### config.mk
export PLATFORM = sky130hd
export DESIGN_NAME = dse_core
export DESIGN_NICKNAME = d
export VERILOG_FILES = /design/src/dse_pkg.sv /design/src/dse_alu_if.sv /design/src/dse_addsub.sv /design/src/dse_core.sv
export SDC_FILE = /design/constraint.sdc
export NUM_CORES = 1
export LEC_CHECK = 0
export BUFFER_PORTS_ARGS = -buffer_cell sky130_fd_sc_hd__buf_2
export CAP_MARGIN = 20
export CORE_MARGIN = 2
export CORE_UTILIZATION = 43
export CTS_CLUSTER_DIAMETER = 80
export DETAILED_ROUTE_END_ITERATION = 16
export HOLD_SLACK_MARGIN = 0.12
export PLACE_DENSITY = 0.67
export SETUP_SLACK_MARGIN = 0.15
export SLEW_MARGIN = 20
export SYNTH_ARGS = -nofsm -noshare
export SYNTH_HDL_FRONTEND = slang
export SYNTH_HIERARCHICAL = 1
export SYNTH_SLANG_ARGS = --single-unit
### constraint.sdc
create_clock -name pclk -period 5.9 [get_ports pclk]
set_input_delay 0.885 -clock pclk [delete_from_list [all_inputs] [get_ports pclk]]
set_output_delay 0.885 -clock pclk [all_outputs]
set_load 0.1 [all_outputs]
### src/dse_pkg.sv
package dse_pkg;

	// ****************************************
	// register offsets (byte addresses)
	// ****************************************
	localparam logic [7:0] OFF_CMD     = 8'h00;
	localparam logic [7:0] OFF_REF     = 8'h04;
	localparam logic [7:0] OFF_FIRST_SOURCE_OPERAND    = 8'h08;
	localparam logic [7:0] OFF_FIRST_SOURCE_OPERAND_TW = 8'h0C;
	localparam logic [7:0] OFF_SECOND_SOURCE_OPERAND    = 8'h10;
	localparam logic [7:0] OFF_SECOND_SOURCE_OPERAND_TW = 8'h14;
	localparam logic [7:0] OFF_QREG    = 8'h18;
	localparam logic [7:0] OFF_STAT    = 8'h1C;
	localparam logic [7:0] OFF_DEST    = 8'h20;
	localparam logic [7:0] OFF_OPREF   = 8'h24;
	localparam logic [7:0] OFF_TRAP    = 8'h28;
	localparam logic [7:0] OFF_CAPA_HI = 8'h2C;
	localparam logic [7:0] OFF_CAPA_LO = 8'h30;
	localparam logic [7:0] OFF_CAPB_HI = 8'h34;
	localparam logic [7:0] OFF_CAPB_LO = 8'h38;

	// ****************************************
	// field positions
	// ****************************************
	localparam int CMD_OP_LSB  = 0;
	localparam int CMD_M_BIT   = 4;
	localparam int CMD_USR_BIT = 5;
	localparam int CMD_IMM_LSB = 8;
	localparam int CMD_RA_LSB  = 16;
	localparam int CMD_RB_LSB  = 24;
	localparam int REF_RC_LSB  = 0;
	localparam int REF_VN_LSB  = 8;
	localparam int ST_DF       = 0;
	localparam int ST_N        = 1;
	localparam int ST_V        = 2;
	localparam int ST_Z        = 3;
	localparam int ST_C        = 4;
	localparam int ST_FRM_LSB  = 8;
	localparam int FRM_W       = 2;
	localparam int TR_VALID    = 0;
	localparam int TR_PROT     = 1;
	localparam int TR_VEC_LSB  = 8;

	// ****************************************
	// operation codes and limits
	// ****************************************
	localparam logic [3:0] OP_QUOT_INIT = 4'h0;
	localparam logic [3:0] OP_QUOT_STEP = 4'h1;
	localparam logic [3:0] OP_QUOT_LAST = 4'h2;
	localparam logic [3:0] OP_REM_FIX   = 4'h3;
	localparam logic [3:0] OP_DBL_GE    = 4'h4;
	localparam logic [3:0] OP_DBL_GT    = 4'h5;
	localparam logic [3:0] OP_SLONG_Q   = 4'h6;
	localparam logic [3:0] OP_ULONG_Q   = 4'h7;
	localparam logic [3:0] OP_DBL_MUL   = 4'h8;
	localparam logic [3:0] OP_DBL_SUB   = 4'h9;
	localparam logic [3:0] OP_SW_TRAP   = 4'hA;
	localparam logic [7:0] USER_VEC_MAX = 8'h3F;
	localparam logic [31:0] RST_WORD    = 32'h0000_0000;

endpackage

### src/dse_alu_if.sv
`timescale 1ns/1ps
interface dse_alu_if;
	logic [31:0] a;
	logic [31:0] b;
	logic        sub;
	logic [31:0] sum;
	logic        carry;
	logic        ovf;
	modport user (output a, b, sub, input sum, carry, ovf);
	modport unit (input a, b, sub, output sum, carry, ovf);
endinterface

### src/dse_addsub.sv
`timescale 1ns/1ps
module dse_addsub (
	dse_alu_if.unit alu
);
	logic [32:0] wide;
	logic [31:0] bx;

	// subtract is a plus inverted b plus one, so carry means no borrow
	always_comb begin
		bx        = alu.sub ? ~alu.b : alu.b;
		wide      = {1'b0, alu.a} + {1'b0, bx} + {32'h0000_0000, alu.sub};
		alu.sum   = wide[31:0];
		alu.carry = wide[32];
		alu.ovf   = (alu.a[31] == bx[31]) && (wide[31] != alu.a[31]);
	end
endmodule

### src/dse_core.sv
`timescale 1ns/1ps
module dse_core #(
	parameter logic [7:0] VEC_DBL_GE  = 8'h01,
	parameter logic [7:0] VEC_DBL_GT  = 8'h02,
	parameter logic [7:0] VEC_SLONG_Q = 8'h03,
	parameter logic [7:0] VEC_ULONG_Q = 8'h04,
	parameter logic [7:0] VEC_DBL_MUL = 8'h05,
	parameter logic [7:0] VEC_DBL_SUB = 8'h06,
	parameter logic [7:0] VEC_PROT    = 8'h07
) (
	input  wire  logic        pclk,
	input  wire  logic        presetn,
	input  wire  logic [7:0]  paddr,
	input  wire  logic        psel,
	input  wire  logic        penable,
	input  wire  logic        pwrite,
	input  wire  logic [31:0] pwdata,
	output logic       [31:0] prdata,
	output logic              pready,
	output logic              pslverr,
	output logic              trap_pulse,
	output logic       [7:0]  trap_vector
);

	// ****************************************
	// state and registers
	// ****************************************
	typedef enum logic {DSE_IDLE, DSE_EXEC} dse_state_t;

	dse_state_t  state_q, state_d;
	logic [31:0] cmd_q, cmd_d;
	logic [31:0] ref_q, ref_d;
	logic [31:0] first_source_operand_q, first_source_operand_d;
	logic [31:0] first_source_operand_tw_q, first_source_operand_tw_d;
	logic [31:0] second_source_operand_q, second_source_operand_d;
	logic [31:0] second_source_operand_tw_q, second_source_operand_tw_d;
	logic [31:0] q_q, q_d;
	logic [31:0] dest_q, dest_d;
	logic        df_q, df_d;
	logic        n_q, n_d;
	logic        v_q, v_d;
	logic        z_q, z_d;
	logic        c_q, c_d;
	logic [dse_pkg::FRM_W-1:0] frm_q, frm_d;
	logic [7:0]  ipa_q, ipa_d;
	logic [7:0]  ipb_q, ipb_d;
	logic [7:0]  ipc_q, ipc_d;
	logic        trap_q, trap_d;
	logic        prot_q, prot_d;
	logic [7:0]  tvec_q, tvec_d;
	logic        pulse_q, pulse_d;
	logic [63:0] cap_a_q, cap_a_d;
	logic [63:0] cap_b_q, cap_b_d;
	logic [31:0] prdata_q, prdata_d;

	localparam int FRM_W = dse_pkg::FRM_W;

	// ****************************************
	// bus decode
	// ****************************************
	logic        acc;
	logic        wr;
	logic        mapped;
	logic        rd_setup;
	logic [3:0]  opc;
	logic [7:0]  ra_num;
	logic [7:0]  rb_num;
	logic [7:0]  rc_num;
	logic [7:0]  vnum;
	logic [31:0] src_b;
	logic [63:0] dbl_a;
	logic [63:0] dbl_b;
	logic        new_df;
	logic [31:0] rem_val;

	dse_alu_if alu ();

	dse_addsub u_addsub (
		.alu (alu.unit)
	);

	// zero wait states; an error marks any address past the last register
	always_comb begin
		acc      = psel & penable;
		wr       = acc & pwrite;
		rd_setup = psel & ~penable & ~pwrite;
		mapped   = (paddr[1:0] == 2'b00) && (paddr <= dse_pkg::OFF_CAPB_LO);
		pready   = 1'b1;
		pslverr  = acc & ~mapped;
	end

	// instruction fields and operand forming
	always_comb begin
		opc    = cmd_q[dse_pkg::CMD_OP_LSB +: 4];
		ra_num = cmd_q[dse_pkg::CMD_RA_LSB +: 8];
		rb_num = cmd_q[dse_pkg::CMD_RB_LSB +: 8];
		rc_num = ref_q[dse_pkg::REF_RC_LSB +: 8];
		vnum   = ref_q[dse_pkg::REF_VN_LSB +: 8];
		src_b  = cmd_q[dse_pkg::CMD_M_BIT] ? {24'h00_0000, cmd_q[dse_pkg::CMD_IMM_LSB +: 8]} : second_source_operand_q;
		dbl_a  = {first_source_operand_q, first_source_operand_tw_q};
		dbl_b  = {second_source_operand_q, second_source_operand_tw_q};
	end

	// one shared adder; remainder fix-up always adds
	always_comb begin
		alu.a   = first_source_operand_q;
		alu.b   = src_b;
		alu.sub = (opc == dse_pkg::OP_REM_FIX) ? 1'b0 : df_q;
		new_df  = ~(alu.carry ^ df_q ^ n_q);
		rem_val = df_q ? first_source_operand_q : alu.sum;
	end

	// ****************************************
	// next state: registers, execution, traps
	// ****************************************
	// execution runs in the cycle after the command write, so a
	// software write and a result write never land on one edge
	always_comb begin
		state_d   = state_q;
		cmd_d     = cmd_q;
		ref_d     = ref_q;
		first_source_operand_d    = first_source_operand_q;
		first_source_operand_tw_d = first_source_operand_tw_q;
		second_source_operand_d    = second_source_operand_q;
		second_source_operand_tw_d = second_source_operand_tw_q;
		q_d       = q_q;
		dest_d    = dest_q;
		df_d      = df_q;
		n_d       = n_q;
		v_d       = v_q;
		z_d       = z_q;
		c_d       = c_q;
		frm_d     = frm_q;
		ipa_d     = ipa_q;
		ipb_d     = ipb_q;
		ipc_d     = ipc_q;
		trap_d    = trap_q;
		prot_d    = prot_q;
		tvec_d    = tvec_q;
		pulse_d   = 1'b0;
		cap_a_d   = cap_a_q;
		cap_b_d   = cap_b_q;
		if (wr && mapped) begin
			case (paddr)
				dse_pkg::OFF_CMD: begin
					cmd_d   = pwdata;
					trap_d  = 1'b0;
					prot_d  = 1'b0;
					state_d = DSE_EXEC;
				end
				dse_pkg::OFF_REF:     ref_d     = pwdata;
				dse_pkg::OFF_FIRST_SOURCE_OPERAND:    first_source_operand_d    = pwdata;
				dse_pkg::OFF_FIRST_SOURCE_OPERAND_TW: first_source_operand_tw_d = pwdata;
				dse_pkg::OFF_SECOND_SOURCE_OPERAND:    second_source_operand_d    = pwdata;
				dse_pkg::OFF_SECOND_SOURCE_OPERAND_TW: second_source_operand_tw_d = pwdata;
				dse_pkg::OFF_QREG:    q_d       = pwdata;
				dse_pkg::OFF_STAT: begin
					df_d  = pwdata[dse_pkg::ST_DF];
					n_d   = pwdata[dse_pkg::ST_N];
					v_d   = pwdata[dse_pkg::ST_V];
					z_d   = pwdata[dse_pkg::ST_Z];
					c_d   = pwdata[dse_pkg::ST_C];
					frm_d = pwdata[dse_pkg::ST_FRM_LSB +: FRM_W];
				end
				default: begin
				end
			endcase
		end
		case (state_q)
			DSE_IDLE: begin
			end
			DSE_EXEC: begin
				state_d = DSE_IDLE;
				case (opc)
					dse_pkg::OP_QUOT_INIT: begin
						df_d   = 1'b1;
						n_d    = src_b[31];
						dest_d = {src_b[30:0], q_q[31]};
						q_d    = {q_q[30:0], 1'b0};
						z_d    = (src_b == dse_pkg::RST_WORD);
						v_d    = 1'b0;
						c_d    = 1'b0;
					end
					dse_pkg::OP_QUOT_STEP: begin
						df_d   = new_df;
						n_d    = alu.sum[31];
						dest_d = {alu.sum[30:0], q_q[31]};
						q_d    = {q_q[30:0], new_df};
						z_d    = (alu.sum == dse_pkg::RST_WORD);
						v_d    = alu.ovf;
						c_d    = alu.carry;
					end
					dse_pkg::OP_QUOT_LAST: begin
						df_d   = new_df;
						n_d    = alu.sum[31];
						dest_d = alu.sum;
						q_d    = {q_q[30:0], new_df};
						z_d    = (alu.sum == dse_pkg::RST_WORD);
						v_d    = alu.ovf;
						c_d    = alu.carry;
					end
					dse_pkg::OP_REM_FIX: begin
						dest_d = rem_val;
						n_d    = rem_val[31];
						z_d    = (rem_val == dse_pkg::RST_WORD);
						v_d    = df_q ? 1'b0 : alu.ovf;
						c_d    = df_q ? 1'b0 : alu.carry;
					end
					// trapping ops touch only refs, captures and trap state
					dse_pkg::OP_DBL_GE, dse_pkg::OP_DBL_GT,
					dse_pkg::OP_DBL_MUL, dse_pkg::OP_DBL_SUB,
					dse_pkg::OP_SLONG_Q, dse_pkg::OP_ULONG_Q: begin
						ipa_d   = ra_num;
						ipb_d   = rb_num;
						ipc_d   = rc_num;
						cap_a_d = dbl_a;
						cap_b_d = dbl_b;
						trap_d  = 1'b1;
						pulse_d = 1'b1;
						case (opc)
							// no compare path reads frm_q, so rounding mode cannot matter
							dse_pkg::OP_DBL_GE:  tvec_d = VEC_DBL_GE;
							dse_pkg::OP_DBL_GT:  tvec_d = VEC_DBL_GT;
							dse_pkg::OP_SLONG_Q: tvec_d = VEC_SLONG_Q;
							dse_pkg::OP_ULONG_Q: tvec_d = VEC_ULONG_Q;
							dse_pkg::OP_DBL_MUL: tvec_d = VEC_DBL_MUL;
							default:             tvec_d = VEC_DBL_SUB;
						endcase
					end
					dse_pkg::OP_SW_TRAP: begin
						trap_d  = 1'b1;
						pulse_d = 1'b1;
						if (cmd_q[dse_pkg::CMD_USR_BIT] && (vnum <= dse_pkg::USER_VEC_MAX)) begin
							prot_d = 1'b1;
							tvec_d = VEC_PROT;
						end else begin
							ipa_d  = ra_num;
							ipb_d  = rb_num;
							ipc_d  = rc_num;
							tvec_d = vnum;
						end
					end
					default: begin
					end
				endcase
			end
			default: state_d = DSE_IDLE;
		endcase
	end

	always_ff @(posedge pclk or negedge presetn) begin
		if (!presetn) begin
			state_q   <= DSE_IDLE;
			cmd_q     <= dse_pkg::RST_WORD;
			ref_q     <= dse_pkg::RST_WORD;
			first_source_operand_q    <= dse_pkg::RST_WORD;
			first_source_operand_tw_q <= dse_pkg::RST_WORD;
			second_source_operand_q    <= dse_pkg::RST_WORD;
			second_source_operand_tw_q <= dse_pkg::RST_WORD;
			q_q       <= dse_pkg::RST_WORD;
			dest_q    <= dse_pkg::RST_WORD;
			df_q      <= 1'b0;
			n_q       <= 1'b0;
			v_q       <= 1'b0;
			z_q       <= 1'b0;
			c_q       <= 1'b0;
			frm_q     <= '0;
			ipa_q     <= 8'h00;
			ipb_q     <= 8'h00;
			ipc_q     <= 8'h00;
			trap_q    <= 1'b0;
			prot_q    <= 1'b0;
			tvec_q    <= 8'h00;
			pulse_q   <= 1'b0;
			cap_a_q   <= 64'h0000_0000_0000_0000;
			cap_b_q   <= 64'h0000_0000_0000_0000;
		end else begin
			state_q   <= state_d;
			cmd_q     <= cmd_d;
			ref_q     <= ref_d;
			first_source_operand_q    <= first_source_operand_d;
			first_source_operand_tw_q <= first_source_operand_tw_d;
			second_source_operand_q    <= second_source_operand_d;
			second_source_operand_tw_q <= second_source_operand_tw_d;
			q_q       <= q_d;
			dest_q    <= dest_d;
			df_q      <= df_d;
			n_q       <= n_d;
			v_q       <= v_d;
			z_q       <= z_d;
			c_q       <= c_d;
			frm_q     <= frm_d;
			ipa_q     <= ipa_d;
			ipb_q     <= ipb_d;
			ipc_q     <= ipc_d;
			trap_q    <= trap_d;
			prot_q    <= prot_d;
			tvec_q    <= tvec_d;
			pulse_q   <= pulse_d;
			cap_a_q   <= cap_a_d;
			cap_b_q   <= cap_b_d;
		end
	end

	// ****************************************
	// read data
	// ****************************************
	// sampled in the setup cycle so read data leave a flip-flop
	always_comb begin
		prdata_d = prdata_q;
		if (rd_setup) begin
			case (paddr)
				dse_pkg::OFF_CMD:     prdata_d = cmd_q;
				dse_pkg::OFF_REF:     prdata_d = ref_q;
				dse_pkg::OFF_FIRST_SOURCE_OPERAND:    prdata_d = first_source_operand_q;
				dse_pkg::OFF_FIRST_SOURCE_OPERAND_TW: prdata_d = first_source_operand_tw_q;
				dse_pkg::OFF_SECOND_SOURCE_OPERAND:    prdata_d = second_source_operand_q;
				dse_pkg::OFF_SECOND_SOURCE_OPERAND_TW: prdata_d = second_source_operand_tw_q;
				dse_pkg::OFF_QREG:    prdata_d = q_q;
				dse_pkg::OFF_STAT: begin
					prdata_d = dse_pkg::RST_WORD;
					prdata_d[dse_pkg::ST_DF] = df_q;
					prdata_d[dse_pkg::ST_N]  = n_q;
					prdata_d[dse_pkg::ST_V]  = v_q;
					prdata_d[dse_pkg::ST_Z]  = z_q;
					prdata_d[dse_pkg::ST_C]  = c_q;
					prdata_d[dse_pkg::ST_FRM_LSB +: FRM_W] = frm_q;
				end
				dse_pkg::OFF_DEST:    prdata_d = dest_q;
				dse_pkg::OFF_OPREF:   prdata_d = {8'h00, ipc_q, ipb_q, ipa_q};
				dse_pkg::OFF_TRAP: begin
					prdata_d = dse_pkg::RST_WORD;
					prdata_d[dse_pkg::TR_VALID] = trap_q;
					prdata_d[dse_pkg::TR_PROT]  = prot_q;
					prdata_d[dse_pkg::TR_VEC_LSB +: 8] = tvec_q;
				end
				dse_pkg::OFF_CAPA_HI: prdata_d = cap_a_q[63:32];
				dse_pkg::OFF_CAPA_LO: prdata_d = cap_a_q[31:0];
				dse_pkg::OFF_CAPB_HI: prdata_d = cap_b_q[63:32];
				dse_pkg::OFF_CAPB_LO: prdata_d = cap_b_q[31:0];
				default:              prdata_d = dse_pkg::RST_WORD;
			endcase
		end
	end

	always_ff @(posedge pclk or negedge presetn) begin
		if (!presetn) begin
			prdata_q <= dse_pkg::RST_WORD;
		end else begin
			prdata_q <= prdata_d;
		end
	end

	// trap outputs straight from flops
	always_comb begin
		prdata      = prdata_q;
		trap_pulse  = pulse_q;
		trap_vector = tvec_q;
	end

endmodule

==> flow_results.org <==
** Timing
- Clock period minus worst slack :: 5.08 ns
- In the finished design, the share of the clock period the worst path needs comes to 86.2%.
- Worst-case headroom to the max-slew limit :: 14.4%
- Setup repair after global routing left no endpoint under its margin.
- Setup violations, final :: 0
- Hold timing on the final database bottoms out at a slack of 0.358 ns.
- Across the routed clock network, the largest skew measured is 0.0262 ns.
- Actual transition at the worst max-transition pin :: 1.28 ns
- Accumulated negative setup slack :: 0 ns
- The number of max-slew violations in the final report is 0.
- Based on the critical path, the design can be clocked at up to 197 MHz.
- The final count of hold timing violations came to 0.
- After layout, the worst setup slack is 0.817 ns.

** Cells and area
- Finished Core Util :: 48.7%
- Cells with a size suffix above 1 make up 29.2% of the layout.
- Compared with the post-synthesis result, the final layout area differs by 11.8%.
- Cell area after layout :: 27500 um2
- Non-filler cells in the finished layout :: 3015
- At the end of the flow, the number of nets in the layout was 2301.

** Run status
- Run status :: complete, no violations

** Run
- Max-cap violations in this run came to 0.

** Synthesis
- Distinct cell type count after synthesis :: 85
- In the synthesized netlist the async set-or-reset flop fraction comes to 100%.
- Synth top area cells :: dfrtp_1 (47%), mux2_2 (18%), mux2i_1 (4.4%)
- Basic-gate share of the synthesized area counting and, or, nand and nor cells :: 10.5%
- Average instance area after synthesis :: 11.3 um2
- Post-synthesis sequential element count :: 459
- Fraction of synthesized area in multiplexers :: 23.4%
- The synthesized netlist devotes 12.6% of its cell area to compound gates.
- Commonest register cell after synthesis :: dfrtp_1
- Largest area contributor in the netlist :: dfrtp_1
- Of the total synthesized cell area, the portion taken by full adders, half adders and majority gates is 1.71%.
- After synthesis, the largest area contributor takes up 46.7% of total cell area.
- Nets in the synthesized netlist :: 2259
- Sequential elements use 46.7% of the synthesized area.
- Dominant combinational cell family by area after synthesis :: multiplexers
- Post-synth EDFFs :: 0
- Synthesis handed over a netlist of 2181 instances.
- Of the total synthesized cell area, the portion taken by XOR and XNOR cells is 2.24%.
- Yosys warnings :: 6
- In this run the cell area of the synthesized design comes to 24600 um2.

** Clock network
- The cell sitting at the root of the clock tree is a clkbuf_16.
- Number of buffers added for setup after CTS :: 0
- Quantity of hold-fixing buffers added after cts :: 0
- CTS clk-pin slew, worst paths :: 0.06 ns
- The longest clock path from root to sink contains 3 buffers.
- Clk Latency, worst-skew pair :: 0.60 ns
- TritonCTS built the clock tree.
- TritonCTS created 48 clock buffers.
- Gates resized during post-CTS repair numbered 0.
- The clock net in this run drives a total of 459 sinks.
- CTS built an H-tree with a depth of 2.

** Power
- IR analysis of the VDD net gives a maximum drop of 0.186 mV.
- After layout, the design draws a total of 6.63 mW.
- Cell area power density :: 241 nW/um2
- Static Leak :: 12.6 nW

** Global route
- Global routing used 30.6% of the available tracks.
- Summed over all layers, the global routing overflow is 0.
- The number of global-route vias before repair came to 19700.
- The first global-routing pass estimated 134000 um of wire.
- Largest net degree at the start of global routing :: 152
- The number of antenna violations at the first check in global routing came to 4.

** Floorplan
- The die is 243 um tall.
- Top Ports :: 88
- Starting Density :: 43.6%
- Cell row count :: 87
- Core Area :: 56500 um2
- The floorplan step defined a die boundary enclosing 59200 um2.
- Die width :: 243 um

** Drt
- The count of nets left with antenna violations once routing finished came out at 0.
- Post-detailed-route DRC marker count :: 0
- The routed layout has 20000 vias.
- The first detailed-routing pass ran for 6 iterations.
- After the first detailed-routing iteration, the DRC count stood at 2278.
- After detailed routing, the average wire length per cell comes to 30.4 um.
- Detailed-route vias per instance :: 6.64
- Total length of routed wires :: 91700 um

** Worst setup path
- Critical path cell sequence :: and2_1 -> a21oi_4 -> buf_4 -> xor2_1 -> ha_1 -> a211oi_1 -> o211ai_1 -> a41oi_1 -> o211ai_1 -> nand3b_1 -> nand4_1 -> nand4b_1 -> xor2_1 -> nor4_1 -> nand4_1 -> nor2_1 -> o21ai_0 -> a32oi_1
- For this run, the slowest stage of the critical path takes 0.60 ns.
- Among all stages on the critical path, the largest delay is contributed by a21oi_4.
- For the worst setup path, the data required time is 6.39 ns.
- STA classifies the critical path endpoint as a register.
- In this run the critical register-to-register path is launched from cmd_q[1].
- CP startpoint kind :: register
- Startpoint of the worst setup timing path :: cmd_q[1]
- The critical path is of the reg2reg type.
- At the worst endpoint, the arrival time is 5.57 ns.
- Worst Path Max Fanout :: 17

** Placement
- Summed over all nets, the half-perimeter wirelength after detailed placement is 63800 um.
- I/O Buffers :: 86
- Number of instances in the placed design :: 2929
- Gp weighted congestion :: 0.958
- Placement Setup Slack :: 0.960 ns
- The placed instances occupy a cell area of 26000 um2.

** Worst hold path
- The path class of the tightest hold or removal check is in2async.
-- cells by family (layout without fill, tap and decap cells) --
logic type,after synthesis,after routing
other,1,4
buffers and inverters,168,243
adder cells (fa/ha/maj),33,33
multiplexers,508,508
XOR/XNOR,63,63
flip-flops,459,459
AO/OA/AOI/OAI,452,452
AND/OR/NAND/NOR,497,497
-- cell usage after synthesis, drive strengths merged (27+ instances only) --
cell type and count:
nand3 54, nor3 27, mux2 385, a21oi 57, buf 52, clkbuf 99
nor2b 32, nand2 167, a22oi 87, o21ai 115, xor2 45, mux2i 108
nor4 35, nor2 86, ha 32, dfrtp 459
-- report_power, final --
part	total [mW]	internal, mW	switching [mW]	leakage, nW
logic	0.432	0.118	0.314	5.66
clock network	3.05	1.75	1.30	0.749
registers	3.16	3.15	0.00436	6.21
-- critical path: cells and delay by family (launching register included) --
kind                     cells  cell delay [ns]
flip-flops                   1             0.38
buffers and inverters        1             0.44
XOR/XNOR                     2             0.31
AND/OR/NAND/NOR              7             1.49
adder cells (fa/ha/maj)      1             0.38
AO/OA/AOI/OAI                7             1.99
-- sequential cells by signal, summed over array words and instances, names as in the netlist, 2 cells and up --
register and count:
ref_q 32, ipc_q 8, cmd_q 32, prdata 32
cap_a_q 64, second_source_operand_q 32, second_source_operand_tw_q 32, trap_vector 8
q_q 32, ipb_q 8, dest_q 32, alu.a 32
frm_q 2, first_source_operand_tw_q 32, ipa_q 8, cap_b_q 64
-- cells in the final DEF, fill, tap and decap left out, types with 16 or more instances in the layout --
master	instances
nor2b_1	31
o21ai_1	31
nand3_1	53
mux2_2	383
a21o_1	17
nor4_1	33
mux2i_1	108
buf_2	84
nor3_1	17
a31oi_1	21
buf_4	52
inv_1	16
a21oi_1	56
xor2_1	45
o21ai_0	83
nor2_1	82
dfrtp_1	459
nand2_1	166
a22oi_1	87
ha_1	32
clkbuf_16	50
xnor2_1	18
o22ai_1	23
or3_1	18
-- layout make-up --
cell class                      instances  area [um2]
Fill cell                            5012       29000
Multi-Input combinational cell       1554       12500
Sequential cell                       459       11500
Clock buffer                           70        1380
Timing Repair Buffer                  143         946
Tap cell                              756         946
Clock inverter                         13         170
Inverter                               17        63.8
Antenna cell                            3        7.51
-- routing by layer --
layer	up-vias	GRT usage, %	share of wire, %
li1	8197	-	-
met3	312	7.78	11
met1	10200	41.0	39
met5	-	0	0.029
met4	4	17.2	6.2
met2	1272	45.0	43
-- worst paths after layout --
check	end	slack, ns	depth (start not counted)
max in group asynchronous	cap_a_q[14]	4.19	2
worst min register to register	prdata[23]	0.47	2
min in group pclk	prdata[23]	0.47	2
worst max-delay path	z_q	0.82	18
worst max register to register	z_q	0.82	18
worst min-delay path	second_source_operand_q[12]	0.36	1
Note: power is estimated with default switching activity, not from simulation.
